--- src/csv_regs.svh ---
// Register offsets, field positions, reset values and timing for the
// card socket video port control block.
// Assumes inclusion by csv_pkg.sv, the design module, the checker and the bench.
`ifndef CSV_REGS_SVH
`define CSV_REGS_SVH

// ----------------------------------------------------------------------
// Offsets
// ----------------------------------------------------------------------
`define CSV_OFS_PRESENT  8'h08
`define CSV_OFS_FORCE    8'h0c
`define CSV_OFS_SOCKCTL  8'h10
`define CSV_OFS_SYSCTL   8'h80
`define CSV_OFS_CARDCTL  8'h91
`define CSV_OFS_DIAG     8'h93

// ----------------------------------------------------------------------
// Field positions
// ----------------------------------------------------------------------
`define CSV_BIT_VSUPPORT      27
`define CSV_BIT_ACTIVITY      11
`define CSV_BIT_STD_PRESENT   10
`define CSV_BIT_STD_EN        9
`define CSV_BIT_SW_CLK        27
`define CSV_BIT_LEGACY_EN     6
`define CSV_BIT_PORT_PRIO     5
`define CSV_BIT_STD_DISABLE   0

// ----------------------------------------------------------------------
// Reset values
// ----------------------------------------------------------------------
`define CSV_RST_SYSCTL   32'h0000_0000
`define CSV_RST_BYTE     8'h00
`define CSV_RST_SOCKCTL  32'h0000_0000

// ----------------------------------------------------------------------
// Timing: switch clock divider half period in bus clocks
// ----------------------------------------------------------------------
`define CSV_SW_CLK_HALF  8'h10

`endif

--- src/csv_pkg.sv ---
// Types shared by the card socket video port control block.
// Assumes csv_regs.svh alongside.
`default_nettype none
`include "csv_regs.svh"

package csv_pkg;

   typedef enum logic [2:0] {
      CSV_IF_NONE,
      CSV_IF_16BIT,
      CSV_IF_CARDBUS,
      CSV_IF_RESERVED
   } csv_iface_t;

   typedef enum {
      CSV_ST_EMPTY,
      CSV_ST_SETTLE,
      CSV_ST_CLASSIFY,
      CSV_ST_READY
   } csv_state_t;

endpackage : csv_pkg

`default_nettype wire

--- src/csv_socket_video.sv ---
// Socket-side logic: card classification, switch clock source, video
// pass-through enables, address tri-state and external driver selects.
// Assumes a register port on the bus clock; card pins are asynchronous.
`timescale 1ns/1ps
`default_nettype none
`include "csv_regs.svh"

module csv_socket_video
   import csv_pkg::*;
#(
   parameter int SETTLE_CYCLES = 16
)(
   input  wire logic        i_ref_clk,
   input  wire logic        i_sys_rst,
   input  wire logic        i_reg_wr,
   input  wire logic        i_reg_rd,
   input  wire logic        i_reg_sock,
   input  wire logic [7:0]  i_reg_addr,
   input  wire logic [31:0] i_reg_wdata,
   output logic      [31:0] o_reg_rdata,
   input  wire logic [1:0]  i_card_detect_one,
   input  wire logic [1:0]  i_card_detect_two,
   input  wire logic [1:0]  i_voltage_sense_one,
   input  wire logic [1:0]  i_voltage_sense_two,
   input  wire logic [1:0]  i_cross_cd1_vs1,
   input  wire logic [1:0]  i_cross_cd1_vs2,
   input  wire logic [1:0]  i_cross_cd2_vs1,
   input  wire logic [1:0]  i_cross_cd2_vs2,
   input  wire logic [1:0]  i_socket_powered,
   output logic      [1:0]  o_card_ready,
   output logic      [5:0]  o_card_kind,
   output logic      [1:0]  o_supply_5v,
   output logic      [1:0]  o_supply_3v3,
   output logic      [1:0]  o_supply_low,
   input  wire logic        i_power_switch_serial_clk,
   output logic             o_power_switch_serial_clk,
   output logic             o_power_switch_serial_clk_oe,
   input  wire logic        i_power_switch_serial_data,
   input  wire logic        i_power_switch_serial_latch,
   output logic             o_power_switch_serial_data,
   output logic             o_power_switch_serial_latch,
   output logic             o_power_switch_timing_clk,
   output logic      [1:0]  o_addr_hi_oe,
   output logic      [1:0]  o_addr_lo_oe,
   output logic             o_video_select_socket0_n,
   output logic             o_video_select_socket1_n,
   output logic             o_video_active_out
);

   if (SETTLE_CYCLES < 1 || SETTLE_CYCLES > 255)
   begin : g_bad_settle
      $error("SETTLE_CYCLES out of range");
   end

   // ---------------------------------------------------------------
   // Registers
   // ---------------------------------------------------------------
   logic [31:0] system_control;
   logic [7:0]  card_control [2];
   logic [7:0]  diagnostic;
   logic [1:0]  std_video_enable;
   logic [1:0]  video_platform_support;
   logic [1:0]  legacy_video_enable;
   logic        std_off;
   logic [1:0]  eff_en;
   logic        video_activity;
   logic        prio;
   logic        sel;

   function automatic logic hit(input logic [7:0] a, input logic [7:0] o);
      hit = (a == o);
   endfunction : hit

   always_ff @(posedge i_ref_clk)
   begin
      if (i_sys_rst)
         system_control <= `CSV_RST_SYSCTL;
      else if (i_reg_wr && hit(i_reg_addr, `CSV_OFS_SYSCTL))
         system_control <= i_reg_wdata;
   end

   always_ff @(posedge i_ref_clk)
   begin
      if (i_sys_rst)
      begin
         card_control[0] <= `CSV_RST_BYTE;
         card_control[1] <= `CSV_RST_BYTE;
      end
      else if (i_reg_wr && hit(i_reg_addr, `CSV_OFS_CARDCTL))
         card_control[i_reg_sock] <= i_reg_wdata[7:0];
   end

   always_ff @(posedge i_ref_clk)
   begin
      if (i_sys_rst)
         diagnostic <= `CSV_RST_BYTE;
      else if (i_reg_wr && hit(i_reg_addr, `CSV_OFS_DIAG))
         diagnostic <= i_reg_wdata[7:0];
   end

   always_ff @(posedge i_ref_clk)
   begin
      if (i_sys_rst)
         std_video_enable <= 2'h0;
      else if (i_reg_wr && hit(i_reg_addr, `CSV_OFS_SOCKCTL))
         std_video_enable[i_reg_sock] <= i_reg_wdata[`CSV_BIT_STD_EN];
   end

   // Support bit changes only through the force event register
   always_ff @(posedge i_ref_clk)
   begin
      if (i_sys_rst)
         video_platform_support <= 2'h0;
      else if (i_reg_wr && hit(i_reg_addr, `CSV_OFS_FORCE))
         video_platform_support[i_reg_sock] <=
            i_reg_wdata[`CSV_BIT_VSUPPORT];
   end

   // ---------------------------------------------------------------
   // Video enables and selects
   // ---------------------------------------------------------------
   assign std_off = diagnostic[`CSV_BIT_STD_DISABLE];
   assign legacy_video_enable = {card_control[1][`CSV_BIT_LEGACY_EN],
                                 card_control[0][`CSV_BIT_LEGACY_EN]};
   assign eff_en = legacy_video_enable
                 | (std_off ? 2'h0 : std_video_enable);
   assign video_activity = |eff_en;
   assign prio = card_control[0][`CSV_BIT_PORT_PRIO];

   // Select socket 1 when it alone is on, or both on with priority set
   assign sel = eff_en[1] & (~eff_en[0] | prio);

   always_ff @(posedge i_ref_clk)
   begin
      if (i_sys_rst)
      begin
         o_video_select_socket0_n <= 1'b1;
         o_video_select_socket1_n <= 1'b1;
         o_video_active_out       <= 1'b0;
         o_addr_hi_oe             <= 2'h0;
         o_addr_lo_oe             <= 2'h0;
      end
      else
      begin
         o_video_select_socket0_n <= ~(video_activity & ~sel);
         o_video_select_socket1_n <= ~(video_activity & sel);
         o_video_active_out       <= video_activity;
         o_addr_hi_oe             <= i_socket_powered & ~eff_en;
         o_addr_lo_oe             <= i_socket_powered;
      end
   end

   // ---------------------------------------------------------------
   // Register read
   // ---------------------------------------------------------------
   always_ff @(posedge i_ref_clk)
   begin
      if (i_sys_rst)
         o_reg_rdata <= 32'h0;
      else if (i_reg_rd)
      begin
         o_reg_rdata <= 32'h0;
         case (i_reg_addr)
            `CSV_OFS_PRESENT:
               o_reg_rdata[`CSV_BIT_VSUPPORT] <=
                  video_platform_support[i_reg_sock];
            `CSV_OFS_SOCKCTL:
            begin
               o_reg_rdata[`CSV_BIT_ACTIVITY]    <= video_activity;
               o_reg_rdata[`CSV_BIT_STD_PRESENT] <= ~std_off;
               o_reg_rdata[`CSV_BIT_STD_EN]      <=
                  std_video_enable[i_reg_sock];
            end
            `CSV_OFS_SYSCTL:
               o_reg_rdata <= system_control;
            `CSV_OFS_CARDCTL:
               o_reg_rdata[7:0] <= card_control[i_reg_sock];
            `CSV_OFS_DIAG:
               o_reg_rdata[7:0] <= diagnostic;
            default:
               o_reg_rdata <= 32'h0;
         endcase
      end
   end

   // ---------------------------------------------------------------
   // Power switch serial clock
   // ---------------------------------------------------------------
   logic [7:0] div_cnt;
   logic       clk_gen;
   logic       sw_clk_s1;
   logic       sw_clk_s2;

   always_ff @(posedge i_ref_clk)
   begin
      if (i_sys_rst)
      begin
         div_cnt <= 8'h0;
         clk_gen <= 1'b0;
      end
      else if (div_cnt == `CSV_SW_CLK_HALF - 8'h1)
      begin
         div_cnt <= 8'h0;
         clk_gen <= ~clk_gen;
      end
      else
         div_cnt <= div_cnt + 8'h1;
   end

   always_ff @(posedge i_ref_clk)
   begin
      if (i_sys_rst)
      begin
         sw_clk_s1 <= 1'b0;
         sw_clk_s2 <= 1'b0;
      end
      else
      begin
         sw_clk_s1 <= i_power_switch_serial_clk;
         sw_clk_s2 <= sw_clk_s1;
      end
   end

   always_ff @(posedge i_ref_clk)
   begin
      if (i_sys_rst)
      begin
         o_power_switch_serial_clk    <= 1'b0;
         o_power_switch_serial_clk_oe <= 1'b0;
         o_power_switch_timing_clk    <= 1'b0;
         o_power_switch_serial_data   <= 1'b0;
         o_power_switch_serial_latch  <= 1'b0;
      end
      else
      begin
         o_power_switch_serial_clk    <= clk_gen;
         o_power_switch_serial_clk_oe <= system_control[`CSV_BIT_SW_CLK];
         o_power_switch_timing_clk    <= system_control[`CSV_BIT_SW_CLK]
                                         ? clk_gen : sw_clk_s2;
         o_power_switch_serial_data   <= i_power_switch_serial_data;
         o_power_switch_serial_latch  <= i_power_switch_serial_latch;
      end
   end

   // ---------------------------------------------------------------
   // Card interrogation, one machine per socket
   // ---------------------------------------------------------------
   for (genvar s = 0; s < 2; s++)
   begin : g_sock
      logic [7:0] p1;
      logic [7:0] p2;
      logic [7:0] cnt;
      csv_state_t state;
      csv_iface_t kind;
      logic       present;
      logic [2:0] sup;
      logic       rdy;
      logic [2:0] knd;
      logic [2:0] spl;

      always_ff @(posedge i_ref_clk)
      begin
         if (i_sys_rst)
         begin
            p1 <= 8'hf0;
            p2 <= 8'hf0;
         end
         else
         begin
            // Order: cd2, cd1, vs2, vs1 levels, then the four links
            p1 <= {i_card_detect_two[s], i_card_detect_one[s],
                   i_voltage_sense_two[s], i_voltage_sense_one[s],
                   i_cross_cd1_vs1[s], i_cross_cd1_vs2[s],
                   i_cross_cd2_vs1[s], i_cross_cd2_vs2[s]};
            p2 <= p1;
         end
      end

      // Both detects grounded means a card sits in the socket
      assign present = ~p2[7] & ~p2[6];

      // 16-bit cards ground both detects; links mark bus cards
      always_comb
      begin
         kind = CSV_IF_16BIT;
         sup  = 3'h0;
         if (p2[3] && p2[5])
         begin
            kind = CSV_IF_CARDBUS;
            sup  = 3'b010;
         end
         else if (p2[3] || (p2[2] && !p2[4]))
            kind = CSV_IF_RESERVED;
         else if (p2[2])
         begin
            kind = CSV_IF_CARDBUS;
            sup  = 3'b011;
         end
         else if (p2[1] || p2[0])
         begin
            kind = CSV_IF_CARDBUS;
            sup  = {1'b0, ~(p2[0] ? p2[4] : p2[5]), 1'b1};
         end
         else
            case (p2[5:4])
               2'b11: sup = 3'b100;
               2'b10: sup = 3'b110;
               2'b00: sup = 3'b111;
               default: sup = 3'b001;
            endcase
      end

      always_ff @(posedge i_ref_clk)
      begin
         if (i_sys_rst)
         begin
            state <= CSV_ST_EMPTY;
            cnt   <= 8'h0;
            rdy   <= 1'b0;
            knd   <= CSV_IF_NONE;
            spl   <= 3'h0;
         end
         else
            case (state)
               CSV_ST_EMPTY:
                  if (present && !i_socket_powered[s])
                  begin
                     cnt   <= 8'h0;
                     state <= CSV_ST_SETTLE;
                  end
               CSV_ST_SETTLE:
                  if (!present)
                     state <= CSV_ST_EMPTY;
                  else if (cnt == 8'(SETTLE_CYCLES - 1))
                     state <= CSV_ST_CLASSIFY;
                  else
                     cnt <= cnt + 8'h1;
               CSV_ST_CLASSIFY:
               begin
                  knd   <= kind;
                  spl   <= sup;
                  rdy   <= 1'b1;
                  state <= CSV_ST_READY;
               end
               CSV_ST_READY:
                  if (!present)
                  begin
                     rdy   <= 1'b0;
                     knd   <= CSV_IF_NONE;
                     spl   <= 3'h0;
                     state <= CSV_ST_EMPTY;
                  end
               default:
                  state <= CSV_ST_EMPTY;
            endcase
      end
   end

   assign o_card_ready = {g_sock[1].rdy, g_sock[0].rdy};
   assign o_card_kind  = {g_sock[1].knd, g_sock[0].knd};
   assign o_supply_5v  = {g_sock[1].spl[2], g_sock[0].spl[2]};
   assign o_supply_3v3 = {g_sock[1].spl[1], g_sock[0].spl[1]};
   assign o_supply_low = {g_sock[1].spl[0], g_sock[0].spl[0]};

endmodule : csv_socket_video

`default_nettype wire

--- config.mk ---
export PLATFORM = sky130hd
export DESIGN_NAME = csv_socket_video
export DESIGN_NICKNAME = d
export VERILOG_FILES = /design/src/csv_pkg.sv /design/src/csv_socket_video.sv
export VERILOG_INCLUDE_DIRS = /design/src
export SDC_FILE = /design/constraint.sdc
export NUM_CORES = 1
export LEC_CHECK = 0
export BUFFER_PORTS_ARGS = -buffer_cell sky130_fd_sc_hd__buf_4
export CAP_MARGIN = 30
export CORE_ASPECT_RATIO = 1.4
export CORE_UTILIZATION = 55
export CTS_CLUSTER_DIAMETER = 30
export DETAILED_ROUTE_END_ITERATION = 10
export PLACE_DENSITY = 0.77
export SYNTH_ARGS = -nofsm -noshare
export SYNTH_HDL_FRONTEND = slang
export SYNTH_SLANG_ARGS = --single-unit
--- constraint.sdc ---
create_clock -name i_ref_clk -period 2.3 [get_ports i_ref_clk]
set_input_delay 0.345 -clock i_ref_clk [delete_from_list [all_inputs] [get_ports i_ref_clk]]
set_output_delay 0.345 -clock i_ref_clk [all_outputs]
set_load 0.05 [all_outputs]
### Word-level counts from Yosys, hierarchy flattened

Memory sizes are Yosys's and may differ from the RTL's.
Cells that the tools add are included.

* memories: 1
* flip-flop bits (word level): 225
* memory bits (writable): 16
* input port bits: 66
* word-level logic and storage cells: 198

* equal/unequal tests: 29
* reduce and logical (&&, ||, !) cells: 37
* $add $sub $neg: 3
* $lt $le $gt $ge: 2
* multiplexer cells: 72
* bitwise operators: 21

Memories
* card_control: depth 2, width 8, rd ports 3, clocked after memory_dff 0, wr ports 2, line csv_socket_video.sv:59 `logic [7:0] card_control [2];`

Operators with widths (count)
* $mux 32: 8
* $pmux 32 s4: 2
* $eq 32x2->1 const B: 4
* $eq 32x1->1 const B: 2
* $logic_not 32->1: 2
* $mux 8: 7
* $eq 8x4->1 const B: 5
* $pmux 8 s2: 2
* $mux 3: 10
* $pmux 3 s2: 5
* $add 8x1->8 const B: 3
* $eq 8x8->1 const B: 3
* $pmux 8 s3: 1
* $mux 1: 18
* $mux 2: 9
* $pmux 3 s3: 2
* $ne 2x2->1 const B: 8
* $mux 15: 1
* $logic_and 1x1->1: 12
* $not 1->1: 12
* $eq 2x2->1 const B: 4
* $eq 8x5->1 const B: 1
* $reduce_and 4->1: 2
* $reduce_bool 2->1: 4
* 19 further kinds: 37

### Logic depth before layout (Yosys ltp)

* depth after elaboration: 8
* mapped depth: 6
* depth with buffers taken out: 5

### Least setup slack after synthesis

Ideal clock, no wire load.

* path kind: input port to flip-flop
* start: in i_reg_addr[2]
* end: mem card_control[1][0] (enable)
* setup time: 309 ps
* data arrival time: 1685 ps
* path buffers: 0
* path slack: 305 ps
* stages on the path: 4
* cell sequence: or3b_4 -> nor4_4 -> nor3b_4 -> or2_2

RTL lines
* from (decl): line csv_socket_video.sv:18 `input wire logic [7:0] i_reg_addr,`
* to (decl): line csv_socket_video.sv:59

### Worst setup path after layout

* start: reg g_sock[1].cnt[0]
* end: reg g_sock[1].cnt[6]

* longest elaborated chain between the ends: 4
* elaborated cells between the ends (all ways): 7
* those cells by class: add/sub: 1; eq/ne: 2; mux: 3; reduce/logical: 1

Ends and longest elaborated chain
* from (decl): line csv_socket_video.sv:252 `logic [7:0] cnt;`
* from (signal assigned): line csv_socket_video.sv:337 `cnt <= cnt + 8'h1;`
* $add 8x1->8: line csv_socket_video.sv:337
* $mux 8: line csv_socket_video.sv:334 `else if (cnt == 8'(SETTLE_CYCLES - 1))`
* $mux 8: line csv_socket_video.sv:332 `if (!present)`
* $pmux 8 s2: line csv_socket_video.sv:324 `case (state)`

Parallel ways exist; a longest one is shown, timed or not. The select of a mux whose other input is x is not followed.
A chain may end at the register's enable or synchronous reset.

==> out/results.txt <==
final routed DRC violation total: 0
proportion of register bits with asynchronous set or reset after synthesis: 0%
overall via count from detail_route: 5,712
Final setup viols: 0
most frequently used flop master after synthesis: sky130_fd_sc_hd__dfxtp_1
endpoints failing hold: 0
layout cell share with drive strength beyond 1: 24.57%
simple-gate area share of the yosys netlist: 25.04%
post-synthesis share of cell area spent on full adders, half adders and majority gates: 0.5377%
total negative setup slack: 0 ps
combinational power share: 5.8%
final worst-path cycle share: 79.12%
number of clock sinks: 179
Port Buffer Count: 121
switching power: 0.001454 W
R2R setup slack: 480 ps
GPL Wtd Cong: 0.8967
post-cts gate resize count: 0
part of the Yosys area used for sequential elements: 53.63%
total power per unit cell area: 741.3 nW/um^2
vias per cell: 5.573
number of rows in the core area: 48
Hold/Removal Path Class: in2reg
share of the synthesized netlist area taken by xor and xnor gates: 0.8783%
Yosys top cell area share: 46.75%
Ant. Diodes: 0
maximum number of pins on one net before global-route repair: 51
largest family of logic cells by synthesized area: simple AND/OR/NAND/NOR gates
final non-filler cell total: 1,025
library cell occupying the most area in the post-synthesis netlist: sky130_fd_sc_hd__dfxtp_1
data required time at the worst endpoint: 2650 ps
critical path type: reg2reg
number of antenna violations at the first check in global routing: 0
maximum buffer depth of the clock tree: 2
status: finished, final reports clean
Cells after Synth: 743
Placed Instances: 993
post-synthesis cell type count: 62
setup repair after global routing missed its margin: false
Mapped Area: 6980 sq um
global-route wire length before repair: 26,290 microns
clk_lat worst skew: 420 ps
Reg clk slew, reported paths: 60 ps
number of synthesized register bits: 179
clock root buffer: sky130_fd_sc_hd__clkbuf_16
final critical-path required period: 1820 ps
number of max-slew violations in the final report: 0
Initial Utilization: 56.42%
transition time at the pin with the least slew margin: 708.8 ps
I/O pin count: 124
number of buffers inserted by hold repair at cts: 0
Internal Dissipation: 0.004924 W
kind of end point of the critical path: flop
DRT Wirelength: 16,370 microns
clock network power share: 43.6%
iteration-0 DRC count of the detailed router: 300
mux share of post-synthesis cell area: 4.158%
Post-CTS Setup Bufs: 0
top cells by area, synth: sky130_fd_sc_hd__dfxtp_1, sky130_fd_sc_hd__edfxtp_1, sky130_fd_sc_hd__a21oi_1
detailed placement HPWL: 11,950 microns
overall routing resource usage: 25.37%
number of nets in the layout: 931
WL per Instance: 15.97 microns
number of maximum-capacitance violations: 0
residual overflow from global routing: 0
die height: 135.3 microns
area added between synthesis and finish: 23.25%
worst IR drop on VDD: 478.4 uV
number of global-route vias before repair: 5,506
remaining antenna violation count after routing: 0
kind of start point of the critical path: flop
Seq pwr share: 50.6%
synthesized area divided by synthesized cell count: 9.395 sq um
number of search-and-repair iterations in the first detailed-routing pass: 5
Horiz. Die Dim: 97.21 microns
clock tree from TritonCTS: done
worst endpoint data arrival time: 2170 ps
CP max FO: 7
number of buffers inserted during clock tree synthesis: 17
Layout Skew: 7.842 ps
cell types with the highest counts after synthesis: sky130_fd_sc_hd__dfxtp_1, sky130_fd_sc_hd__nand2_1, sky130_fd_sc_hd__a21oi_1, sky130_fd_sc_hd__nor2_1, sky130_fd_sc_hd__nand3_1
Core Footprint: 12,370 sq um
warnings from Yosys: 0
leakage power figure: 3.360 nW
Max transition margin: 52.52%
DIE AREA: 13,150 sq um
Synth Area in Compound Gates: 12.35%
utilization of the core after routing: 69.54%
most repeated cell in the gate-level netlist after synthesis: sky130_fd_sc_hd__dfxtp_1
number of enable-type register cells in the synthesized netlist: 16
number of levels in the clock H-tree: 4
switching share of power: 22.80%
upper clock frequency limit: 549.5 MHz
[state kept, by name, indices dropped and copies added, names as in the netlist, 2 cells and up]
register                count
o_addr_hi_oe                2
g_sock.p1                  16
div_cnt                     8
o_reg_rdata                32
g_sock.cnt                 16
video_platform_support      2
std_video_enable            2
g_sock.knd                  4
o_addr_lo_oe                2
g_sock.state                4
g_sock.rdy                  2
card_control               16
g_sock.p2                  16
g_sock.spl                  6
diagnostic                  8
system_control             32
[routing by layer]
metal  share of wire, %  global-route usage (%)
met1                 39                   28.71
met2                 54                   45.74
met3                3.7                   5.005
met4                3.1                   12.34
met5                  0                       0
[path summary, 6_finish.rpt]
| path | startpoint | endpoint | cells after the start |
|---|---|---|---|
| max | g_sock[1].cnt[0]$_SDFFE_PP0P_ | g_sock[1].cnt[6]$_SDFFE_PP0P_ | 5 |
| max reg2reg | g_sock[1].cnt[0]$_SDFFE_PP0P_ | g_sock[1].cnt[6]$_SDFFE_PP0P_ | 5 |
| min | i_card_detect_one[1] | g_sock[1].p1[6]$_SDFF_PP1_ | 2 |
| min reg2reg | g_sock[1].p1[4]$_SDFF_PP1_ | g_sock[1].p2[4]$_SDFF_PP1_ | 1 |
[worst max-delay path: stages (launching register included)]
cell and delay, ps:
sky130_fd_sc_hd__dfxtp_1 340, sky130_fd_sc_hd__ha_1 230, sky130_fd_sc_hd__and3_1 240, sky130_fd_sc_hd__and3_1 270, sky130_fd_sc_hd__or4_1 520, sky130_fd_sc_hd__a21boi_0 160
[power groups by stage]
stage	Clock [W]	Sequential [W]	Combinational, W
after floorplan	0	0.00333	0.000157
after global placement	0	0.00329	0.000362
after detailed placement	0	0.00330	0.000369
after CTS	0.00283	0.00323	0.000370
after global routing	0.00296	0.00323	0.000397
final	0.00278	0.00323	0.000370
[metrics by stage]
step | hold slack [ps] | total power (W) | cell area [sq um] | setup WS [ps]
global placement | 395.4 | 0.003656 | 8030 | 332.1
finish | 106.2 | 0.006378 | 8603 | 480.1
CTS | 92.23 | 0.006425 | 8603 | 488.0
global route | 90.18 | 0.006584 | 8603 | 355.4
floorplan | 389.5 | 0.003489 | 6984 | 305.4
detailed placement | 398.8 | 0.003667 | 8030 | 278.8
[final cells by class]
| cell class | count | area, sq um |
|---|---|---|
| clock buffer | 18 | 450.4 |
| clock inverter | 14 | 122.6 |
| fill | 1000 | 3769 |
| inverter | 9 | 33.78 |
| multi-input combinational | 514 | 3007 |
| sequential | 179 | 3744 |
| tap | 150 | 187.7 |
| timing repair buffer | 141 | 1059 |
[layout by cell type (no fill, tap or decap), types with 19 or more instances in the layout]
| master | synthesis | layout |
|---|---|---|
| sky130_fd_sc_hd__dfxtp_1 | 163 | 163 |
| sky130_fd_sc_hd__o21ai_0 | 19 | 19 |
| sky130_fd_sc_hd__nand2_1 | 96 | 96 |
| sky130_fd_sc_hd__or2_2 | 22 | 22 |
| sky130_fd_sc_hd__mux2i_1 | 20 | 20 |
| sky130_fd_sc_hd__nand3_1 | 35 | 35 |
| sky130_fd_sc_hd__nor2_1 | 42 | 42 |
| sky130_fd_sc_hd__nand2b_1 | 30 | 30 |
| sky130_fd_sc_hd__a21oi_1 | 75 | 75 |
| sky130_fd_sc_hd__nor2b_1 | 32 | 32 |
| sky130_fd_sc_hd__buf_4 | 4 | 141 |
[logic make-up (layout without fill, tap and decap cells)]
logic type / count (synthesis) / count (layout)
AOI/OAI and AO/OA: 143 / 143
xor gates and xnor gates: 7 / 7
adders and majority gates: 3 / 3
buffers and inverters: 51 / 182
DFF: 179 / 179
muxes: 28 / 28
other: 1 / 2
and+or+nand+nor: 331 / 331
(Power assumes the default switching activity.)
